`config.mk`:
```
export PLATFORM = sky130hd
export DESIGN_NAME = disk_serial_link_datapath
export DESIGN_NICKNAME = d
export VERILOG_FILES = /design/src/pkg/link_pkg.sv /design/src/pkg/cmd_mem_if.sv /design/src/rtl/cmd_mem.sv /design/src/rtl/tree_codec.sv /design/src/rtl/disk_serial_link_datapath.sv
export SDC_FILE = /design/constraint.sdc
export NUM_CORES = 1
export LEC_CHECK = 0
export ABC_AREA = 1
export BUFFER_PORTS_ARGS = -buffer_cell sky130_fd_sc_hd__buf_2
export CAP_MARGIN = 25
export CORE_MARGIN = 3
export CORE_UTILIZATION = 39
export DETAILED_ROUTE_END_ITERATION = 10
export PLACE_DENSITY_LB_ADDON = 0.3
export SYNTH_ARGS = -nofsm -noshare
export SYNTH_HDL_FRONTEND = slang
export SYNTH_HIERARCHICAL = 1
export SYNTH_SLANG_ARGS = --single-unit
```
`constraint.sdc`:
```
create_clock -name clk_sys -period 4.2 [get_ports clk_sys]
set_input_delay 0.42 -clock clk_sys [delete_from_list [all_inputs] [get_ports clk_sys]]
set_output_delay 0.42 -clock clk_sys [all_outputs]
set_load 0.05 [all_outputs]
```
`src/pkg/link_pkg.sv`:
```
// constants and types for the drive serial link datapath
// assumes a single 200 MHz system clock domain
package link_pkg;
  // link framing bytes
  localparam logic [7:0] SYNC_BYTE = 8'hA5;
  localparam logic [7:0] FRAME_START = 8'h7E;
  localparam logic [7:0] FRAME_END = 8'h81;
  localparam int BYTE_W = 8;
  // command memory
  localparam int CMD_DEPTH = 64;
  localparam int CMD_AW = 6;
  // command length field: low two bits of opcode give extra bytes
  localparam int LEN_LSB = 0;
  localparam int LEN_W = 2;
  // sampling period for panel switches, in cycles
  localparam int SAMPLE_US = 1;
  localparam int CLK_MHZ = 200;
  localparam int SAMPLE_CYC = SAMPLE_US * CLK_MHZ;
  // spindle speed measurement window, in cycles (1 ms)
  localparam int SPEED_MS = 1;
  localparam int SPEED_CYC = SPEED_MS * CLK_MHZ * 1000;
  localparam int TRACKS_PER_CYL = 4;
  localparam int CYL_SHIFT = 2;
  localparam int PANEL_N = 5;
  // pll reference selection
  typedef enum logic [1:0] {
    PLL_LOCAL = 2'h0,
    PLL_WRITE = 2'h1,
    PLL_READ = 2'h3
  } pll_sel_t;
  // deframer states, gray along the path
  typedef enum logic [1:0] {
    RX_HUNT = 2'h0,
    RX_SYNCED = 2'h1,
    RX_BODY = 2'h3
  } rx_state_t;
  typedef enum logic [1:0] {
    TX_IDLE = 2'h0,
    TX_SYNC = 2'h1,
    TX_START = 2'h3,
    TX_BODY = 2'h2
  } tx_state_t;
endpackage

```
`src/pkg/cmd_mem_if.sv`:
```
// write/read port bundle between deframer and command memory
// assumes one clock shared by both ends
`timescale 1ns/10ps
interface cmd_mem_if #(parameter int AW = 6, parameter int DW = 8);
  logic wr_en;
  logic [AW-1:0] wr_addr;
  logic [DW-1:0] wr_data;
  logic [AW-1:0] rd_addr;
  logic [DW-1:0] rd_data;
  modport ctrl (output wr_en, output wr_addr, output wr_data,
    output rd_addr, input rd_data);
  modport mem (input wr_en, input wr_addr, input wr_data,
    input rd_addr, output rd_data);
endinterface

```
`src/rtl/cmd_mem.sv`:
```
// command byte memory with registered read data
// assumes writes and reads on the same clock
`timescale 1ns/10ps
module cmd_mem #(
  parameter int DEPTH = 64
) (
  input wire logic clk_sys,
  cmd_mem_if.mem port
);
  logic [7:0] store [DEPTH];
  logic [7:0] rd_r;

  // write then registered read
  always_ff @(posedge clk_sys) begin
    if (port.wr_en) begin
      store[port.wr_addr] <= port.wr_data;
    end
    rd_r <= store[port.rd_addr];
  end
  assign port.rd_data = rd_r;
endmodule

```
`src/rtl/tree_codec.sv`:
```
// two-thirds rate tree encoder and decoder pair
// assumes nrz bits arrive on a 2-bit group strobe
`timescale 1ns/10ps
module tree_codec (
  input wire logic clk_sys,
  input wire logic sys_rst,
  // encoder side
  input wire logic enc_stb,
  input wire logic [1:0] enc_nrz,
  output logic [2:0] enc_code,
  // decoder side
  input wire logic dec_stb,
  input wire logic [2:0] dec_code,
  output logic [1:0] dec_nrz
);
  // maps each 2-bit branch to a 3-bit tree leaf
  function automatic logic [2:0] enc_f(input logic [1:0] d);
    case (d)
      2'h0: enc_f = 3'h1;
      2'h1: enc_f = 3'h2;
      2'h2: enc_f = 3'h4;
      default: enc_f = 3'h5;
    endcase
  endfunction

  function automatic logic [1:0] dec_f(input logic [2:0] c);
    case (c)
      3'h2: dec_f = 2'h1;
      3'h4: dec_f = 2'h2;
      3'h5: dec_f = 2'h3;
      default: dec_f = 2'h0;
    endcase
  endfunction

  // encoder output register
  always_ff @(posedge clk_sys) begin
    if (sys_rst) begin
      enc_code <= 3'h0;
    end else if (enc_stb) begin
      enc_code <= enc_f(enc_nrz);
    end
  end

  // decoder output register
  always_ff @(posedge clk_sys) begin
    if (sys_rst) begin
      dec_nrz <= 2'h0;
    end else if (dec_stb) begin
      dec_nrz <= dec_f(dec_code);
    end
  end
endmodule

```
`src/rtl/disk_serial_link_datapath.sv`:
```
// drive-side serial link framer, command gatherer and data path
// assumes link, switch, sensor, pulse and bipolar pins arrive asynchronous and are synchronised here; control inputs are not
`timescale 1ns/10ps
// Overview of operation
// - deframe link bytes, drop sync and frame bytes, store commands
// - frame responses with sync and frame bytes, send serially
// - writes convert bipolar link data to nrz
// - reads convert nrz back to bipolar link data
// - count remaining bytes per command, release only when complete
// - write nrz passes the two-thirds tree encoder
// - read pulses pass the two-thirds tree decoder
// - pll follows local clock idle, write clock, or read data
// - sample panel switches periodically, drive lights independently
// - sample cover interlock, inhibit spin-up while cover open
// - report home switch to processor and power-down logic
// - derive spindle speed from encoder pulse train
// - four tracks form one logical cylinder
module disk_serial_link_datapath
  import link_pkg::*;
#(
  parameter int SPEED_WIN = SPEED_CYC
) (
  // clock and reset
  input wire logic clk_sys,
  input wire logic sys_rst,
  // serial link receive and transmit
  input wire logic link_rx,
  output logic link_tx,
  // response byte input
  input wire logic rsp_valid,
  input wire logic [7:0] rsp_byte,
  input wire logic rsp_last,
  output logic rsp_ready,
  // command output to processor
  output logic cmd_ready,
  output logic [CMD_AW-1:0] cmd_len,
  input wire logic cmd_ack,
  input wire logic [CMD_AW-1:0] cmd_rd_addr,
  output logic [7:0] cmd_rd_data,
  // write and read data path
  input wire logic wr_active,
  input wire logic rd_active,
  input wire logic [1:0] wr_bipolar,
  output logic [2:0] wr_code,
  input wire logic [2:0] rd_pulse,
  output logic [1:0] rd_bipolar,
  output logic [1:0] pll_sel,
  // panel, interlock, home, spindle
  input wire logic [PANEL_N-1:0] panel_sw,
  input wire logic [PANEL_N-1:0] panel_light_set,
  output logic [PANEL_N-1:0] panel_sw_state,
  output logic [PANEL_N-1:0] panel_light,
  input wire logic cover_open,
  input wire logic spin_req,
  output logic spin_enable,
  input wire logic home_sw,
  output logic home_cpu,
  output logic home_pwr,
  input wire logic spindle_enc,
  output logic [15:0] spindle_speed,
  // address mapping
  input wire logic [12:0] track_addr,
  output logic [10:0] cyl_addr,
  output logic [1:0] cyl_track
);
  // ----------------------------------------------------------------
  // pin synchronisers
  // ----------------------------------------------------------------
  localparam int SN = 2 + PANEL_N + 3 + 3 + 2;
  logic [SN-1:0] s1_r, s2_r;
  logic rx_s, enc_s, cov_s, home_s;
  logic [PANEL_N-1:0] sw_s;
  logic [2:0] pulse_s;
  logic [1:0] bip_s;

  // two stages before any logic looks
  always_ff @(posedge clk_sys) begin
    if (sys_rst) begin
      s1_r <= '0;
      s2_r <= '0;
    end else begin
      s1_r <= {link_rx, spindle_enc, panel_sw, cover_open, home_sw,
        1'b0, rd_pulse, wr_bipolar};
      s2_r <= s1_r;
    end
  end
  assign {rx_s, enc_s, sw_s, cov_s, home_s} = s2_r[SN-1:SN-PANEL_N-4];
  assign pulse_s = s2_r[4:2];
  assign bip_s = s2_r[1:0];

  // ----------------------------------------------------------------
  // receive deserialiser and deframer
  // ----------------------------------------------------------------
  cmd_mem_if #(.AW(CMD_AW), .DW(8)) mif ();
  rx_state_t rx_st_r;
  logic [7:0] rx_sh_r;
  logic [2:0] rx_cnt_r;
  logic rx_byte_r;
  logic [CMD_AW-1:0] wptr_r, start_r;
  logic [LEN_W-1:0] need_r;
  logic first_r;

  // shift in bits; before sync every bit is a candidate alignment
  always_ff @(posedge clk_sys) begin
    if (sys_rst) begin
      rx_sh_r <= 8'h00;
      rx_cnt_r <= 3'h0;
      rx_byte_r <= 1'b0;
    end else begin
      rx_sh_r <= {rx_sh_r[6:0], rx_s};
      rx_cnt_r <= (rx_st_r == RX_HUNT) ? 3'h0 : rx_cnt_r + 3'h1;
      rx_byte_r <= (rx_st_r != RX_HUNT) && (rx_cnt_r == 3'h7);
    end
  end

  // frame recognition and command storage
  always_ff @(posedge clk_sys) begin
    if (sys_rst) begin
      rx_st_r <= RX_HUNT;
      wptr_r <= '0;
      start_r <= '0;
      need_r <= '0;
      first_r <= 1'b0;
      cmd_ready <= 1'b0;
      cmd_len <= '0;
    end else begin
      if (cmd_ack) begin
        cmd_ready <= 1'b0;
      end
      case (rx_st_r)
        RX_HUNT: begin
          if ({rx_sh_r[6:0], rx_s} == SYNC_BYTE) begin
            rx_st_r <= RX_SYNCED;
          end
        end
        RX_SYNCED: begin
          if (rx_byte_r) begin
            if (rx_sh_r == FRAME_START) begin
              rx_st_r <= RX_BODY;
              wptr_r <= start_r;
              first_r <= 1'b1;
            end else begin
              rx_st_r <= RX_HUNT;
            end
          end
        end
        RX_BODY: begin
          if (rx_byte_r) begin
            if (rx_sh_r == FRAME_END) begin
              // short sequence is malformed and dropped
              if (!first_r && need_r == '0) begin
                cmd_ready <= 1'b1;
                cmd_len <= wptr_r - start_r;
                start_r <= wptr_r;
              end
              rx_st_r <= RX_HUNT;
            end else begin
              wptr_r <= wptr_r + 1'b1;
              first_r <= 1'b0;
              if (first_r) begin
                need_r <= rx_sh_r[LEN_LSB +: LEN_W];
              end else if (need_r != '0) begin
                need_r <= need_r - 1'b1;
              end
            end
          end
        end
        default: rx_st_r <= RX_HUNT;
      endcase
    end
  end
  assign mif.wr_en = (rx_st_r == RX_BODY) && rx_byte_r &&
    (rx_sh_r != FRAME_END);
  assign mif.wr_addr = wptr_r;
  assign mif.wr_data = rx_sh_r;
  assign mif.rd_addr = cmd_rd_addr;
  assign cmd_rd_data = mif.rd_data;

  cmd_mem #(.DEPTH(CMD_DEPTH)) u_mem (
    .clk_sys(clk_sys),
    .port(mif.mem)
  );

  // ----------------------------------------------------------------
  // response framer and serialiser
  // ----------------------------------------------------------------
  tx_state_t tx_st_r;
  logic [7:0] tx_sh_r;
  logic [2:0] tx_cnt_r;
  logic tx_last_r, tx_endq_r;

  // sync, start, body bytes, end byte, one bit a cycle
  always_ff @(posedge clk_sys) begin
    if (sys_rst) begin
      tx_st_r <= TX_IDLE;
      tx_sh_r <= 8'h00;
      tx_cnt_r <= 3'h0;
      tx_last_r <= 1'b0;
      tx_endq_r <= 1'b0;
      link_tx <= 1'b0;
      rsp_ready <= 1'b0;
    end else begin
      rsp_ready <= 1'b0;
      link_tx <= (tx_st_r == TX_IDLE) ? 1'b0 : tx_sh_r[7];
      tx_sh_r <= {tx_sh_r[6:0], 1'b0};
      tx_cnt_r <= tx_cnt_r + 3'h1;
      case (tx_st_r)
        TX_IDLE: begin
          tx_cnt_r <= 3'h0;
          if (rsp_valid) begin
            tx_sh_r <= SYNC_BYTE;
            tx_st_r <= TX_SYNC;
          end
        end
        TX_SYNC: begin
          if (tx_cnt_r == 3'h7) begin
            tx_sh_r <= FRAME_START;
            tx_st_r <= TX_START;
          end
        end
        TX_START, TX_BODY: begin
          if (tx_cnt_r == 3'h7) begin
            if (tx_endq_r) begin
              tx_endq_r <= 1'b0;
              tx_st_r <= TX_IDLE;
            end else if (tx_last_r) begin
              tx_sh_r <= FRAME_END;
              tx_last_r <= 1'b0;
              tx_endq_r <= 1'b1;
            end else begin
              tx_sh_r <= rsp_byte;
              tx_last_r <= rsp_last;
              rsp_ready <= 1'b1;
              tx_st_r <= TX_BODY;
            end
          end
        end
        default: tx_st_r <= TX_IDLE;
      endcase
    end
  end

  // ----------------------------------------------------------------
  // data path conversion and coding
  // ----------------------------------------------------------------
  logic wr_nrz_r, rd_nrz_q;
  logic [1:0] pair_r;
  logic half_r;
  logic [1:0] dec_nrz;
  logic [2:0] enc_code;

  // bipolar pair +1/-1 maps to one nrz bit, collected two at a time
  always_ff @(posedge clk_sys) begin
    if (sys_rst) begin
      wr_nrz_r <= 1'b0;
      pair_r <= 2'h0;
      half_r <= 1'b0;
    end else if (wr_active) begin
      wr_nrz_r <= bip_s[1];
      pair_r <= {pair_r[0], wr_nrz_r};
      half_r <= ~half_r;
    end else begin
      half_r <= 1'b0;
    end
  end

  tree_codec u_codec (
    .clk_sys(clk_sys),
    .sys_rst(sys_rst),
    .enc_stb(wr_active && half_r),
    .enc_nrz(pair_r),
    .enc_code(enc_code),
    .dec_stb(rd_active),
    .dec_code(pulse_s),
    .dec_nrz(dec_nrz)
  );
  assign rd_nrz_q = dec_nrz[0];

  // nrz back to bipolar; idle line sends zero level
  always_ff @(posedge clk_sys) begin
    if (sys_rst) begin
      rd_bipolar <= 2'h0;
      wr_code <= 3'h0;
      pll_sel <= PLL_LOCAL;
    end else begin
      rd_bipolar <= rd_active ? {rd_nrz_q, ~rd_nrz_q} : 2'h0;
      wr_code <= enc_code;
      if (wr_active) begin
        pll_sel <= PLL_WRITE;
      end else if (rd_active) begin
        pll_sel <= PLL_READ;
      end else begin
        pll_sel <= PLL_LOCAL;
      end
    end
  end

  // ----------------------------------------------------------------
  // panel, interlock, home and spindle
  // ----------------------------------------------------------------
  logic [15:0] samp_cnt_r;
  logic [31:0] win_cnt_r;
  logic [15:0] edge_cnt_r;
  logic enc_d_r;

  // periodic sampling of switches; interlock registered every cycle
  always_ff @(posedge clk_sys) begin
    if (sys_rst) begin
      samp_cnt_r <= 16'h0000;
      panel_sw_state <= '0;
      panel_light <= '0;
      spin_enable <= 1'b0;
      home_cpu <= 1'b0;
      home_pwr <= 1'b0;
    end else begin
      panel_light <= panel_light_set;
      spin_enable <= spin_req && !cov_s;
      home_cpu <= home_s;
      home_pwr <= home_s;
      if (samp_cnt_r == 16'(SAMPLE_CYC - 1)) begin
        samp_cnt_r <= 16'h0000;
        panel_sw_state <= sw_s;
      end else begin
        samp_cnt_r <= samp_cnt_r + 16'h0001;
      end
    end
  end

  // count encoder rising edges in a fixed window
  always_ff @(posedge clk_sys) begin
    if (sys_rst) begin
      win_cnt_r <= 32'h0000_0000;
      edge_cnt_r <= 16'h0000;
      enc_d_r <= 1'b0;
      spindle_speed <= 16'h0000;
    end else begin
      enc_d_r <= enc_s;
      if (win_cnt_r == 32'(SPEED_WIN - 1)) begin
        win_cnt_r <= 32'h0000_0000;
        spindle_speed <= edge_cnt_r;
        edge_cnt_r <= 16'h0000;
      end else begin
        win_cnt_r <= win_cnt_r + 32'h0000_0001;
        if (enc_s && !enc_d_r) begin
          edge_cnt_r <= edge_cnt_r + 16'h0001;
        end
      end
    end
  end

  // track number split into cylinder and track within it
  always_ff @(posedge clk_sys) begin
    if (sys_rst) begin
      cyl_addr <= 11'h000;
      cyl_track <= 2'h0;
    end else begin
      cyl_addr <= track_addr[12:CYL_SHIFT];
      cyl_track <= track_addr[CYL_SHIFT-1:0];
    end
  end
endmodule

```
==> results.sh <==
export IMPL_finalWirelength_um=68900
export IMPL_drv_slew=0
export IMPL_die_width_um=282
export IMPL_antenna_found_initial=0
export IMPL_cts_repair_resized=0
export IMPL_met3_usage_pct=4.28
export IMPL_vias=20600
export IMPL_cp_max_fo=13
export IMPL_ir_drop_uv=295
export IMPL_drive_gt1_share_pct=9.11
export IMPL_worstPathRequired_ns=4.42
export IMPL_drc=0
export IMPL_initialDrtViolationCount=1717
export IMPL_syn2layout_area_growth_pct=13.4
export IMPL_register_area_mm2=0.0195
export IMPL_timing_fmax_mhz=324
export IMPL_skew_ns=0.0223
export IMPL_insertion_delay_ns=0.61
export IMPL_io_pins=120
export IMPL_start_util_pct=39.6
export IMPL_synth_avg_cell_area_um2=9.95
export IMPL_p_leak_nw=12.7
export IMPL_synth_cell_area_mm2=0.0297
export IMPL_dieArea_mm2=0.0795
export IMPL_cp_arrival_ns=3.31
export IMPL_start_kind="register"
export IMPL_htreeDepth=3
export IMPL_synthCells=2984
export IMPL_use_met2_pct=27.1
export IMPL_cts_tree="yes"
export IMPL_rsz0062_at_grt="false"
export IMPL_die_h_um=282
export IMPL_grt_util_all_layers_pct=17.3
export IMPL_multiInputGateArea_mm2=0.00856
export IMPL_fin_crit_ns=3.09
export IMPL_ant_nets=0
export IMPL_crit_chain="nand2_1 -> inv_1 -> nand3_1 -> inv_1 -> nand2_1 -> nor2_1"
export IMPL_busiest_layer="met2"
export IMPL_whs_ns=0.0346
export IMPL_drt_vias_per_instance=4.99
export IMPL_nNetsFinal=3175
export IMPL_hp_class="input port to register"
export IMPL_fin_crit_sh_pct=73.6
export IMPL_cp_slowest_cell="nor2_1"
export IMPL_ff2ff_setup_slack_ns=1.11
export IMPL_hpwl_um=39700
export IMPL_cts_sinks=720
export IMPL_wl_per_cell_um=16.7
export IMPL_met1_usage_pct=23.9
export IMPL_tightest_slew_ns=1.13
export IMPL_max_stage_delay_ns=0.83
export IMPL_grt_overflow=0
export IMPL_maxCapViolCount=0
export IMPL_crit_path_end_kind="register"
export IMPL_finalSetupViolCount=0
export IMPL_clk_pin_slew_ns=0.06
export IMPL_tns_ns=0
export IMPL_synth_warnings=6
export IMPL_grt_pass1_vias=19400
export IMPL_diodes=0
export IMPL_setup_worst_path_class="register to register"
export IMPL_hold_viol_final=0
export IMPL_synth_nets=3057
export IMPL_grt_max_degree=225
export IMPL_place_gp_congestion=0.839
export IMPL_clk_path_buf_depth=3
export IMPL_cts_made_buffers=75
export IMPL_powerDensity_mw_per_mm2=446
export IMPL_rows=100
export IMPL_port_buffers=118
export IMPL_slew_headroom_pct=24.8
export IMPL_grt_pass1_wl_um=108000
export IMPL_core_area_mm2=0.0749
export IMPL_drtPass1Iterations=5
export IMPL_root_buffer="clkbuf_16"
export IMPL_status="complete, no violations"
export IMPL_nFillCells=7004
final timing paths:
path                                       end                     from  cells after the start
setup / recovery  u_mem/store[17][0]$_DFFE_PP_  rx_st_r[0]$_SDFFE_PP0P_                      6
hold / removal           pll_sel[1]$_SDFF_PP0_                wr_active                      2
setup reg to reg  u_mem/store[17][0]$_DFFE_PP_  rx_st_r[0]$_SDFFE_PP0P_                      6
hold reg to reg         spin_enable$_SDFF_PP0_       s2_r[7]$_SDFF_PP0_                      1
sequential cells by signal, summed over array words and instances, names as in the netlist, 5 cells and up:
register / count
cyl_addr: 11
u_mem/store: 512
panel_light: 5
s1_r: 13
mif.wr_addr: 6
mif.wr_data: 8
cmd_len: 6
panel_sw_state: 5
spindle_speed: 16
s2_r: 13
samp_cnt_r: 16
win_cnt_r: 32
start_r: 6
edge_cnt_r: 16
tx_sh_r: 8
u_mem/port.rd_data: 8
metrics by stage:
| stage | power (mW) | area, um^2 | cells | worst slack (ns) | util [%] |
|---|---|---|---|---|---|
| CTS | 15.2 | 33600 | 4130 | 1.09 | 44.9 |
| finish | 15.0 | 33700 | 4131 | 1.11 | 44.9 |
| global route | 15.5 | 33700 | 4131 | 0.841 | 44.9 |
| global placement | 8.57 | 30900 | 3965 | 1.23 | 41.2 |
| detailed placement | 8.57 | 30900 | 3965 | 1.13 | 41.2 |
| floorplan | 8.37 | 29700 | 2984 | 1.01 | - |
critical path: cells and delay by family (launching register included):
family,cells,cell delay [ns]
buf+inv,2,0.66
simple gates,4,1.64
flops,1,0.41
final cells by class:
type                       instances  share of cell area, %
tap                              969                   3.60
clock buffer                     109                   6.54
clock inverter                    28                  0.743
sequential                       720                   58.1
multi-input combinational       1939                   25.4
inverter                         192                   2.19
timing repair buffer             174                   3.42
power by group:
part	leakage [nW]	switching (mW)	total, mW	internal [mW]
combinational	5.05	0.586	0.825	0.238
sequential	6.44	0.0310	7.62	7.59
clock	1.21	2.68	6.57	3.89
timing repair:
item,CTS,global route
endpoints found under the hold margin,28,0
endpoints found under the setup margin,0,0
hold buffers,28,0
setup buffers,0,0
metal layers:
| layer | up-vias | share of wire [%] |
|---|---|---|
| met5 | - | 0 |
| met4 | 0 | 2.4 |
| met3 | 110 | 7.4 |
| met2 | 620 | 46 |
| met1 | 9656 | 45 |
| li1 | 10200 | - |
cell usage in the layout (no fill, tap or decap), types with 6 or more instances in the layout:
cell / instances
buf_4: 26
a21oi_1: 85
xor2_1: 17
inv_1: 184
clkbuf_16: 80
dlygate4sd3_1: 28
nand3_1: 475
nand4_1: 23
nor3_1: 35
nand3b_1: 9
o21ai_0: 37
buf_2: 115
xnor2_1: 6
clkinv_1: 7
dfxtp_1: 200
or2_2: 6
clkbuf_8: 9
dfxtp_2: 8
ha_1: 18
clkbuf_1: 20
nor2_1: 283
nand2_1: 924
clkinv_2: 12
edfxtp_1: 512
No activity file was read; power rests on OpenSTA's default activity.
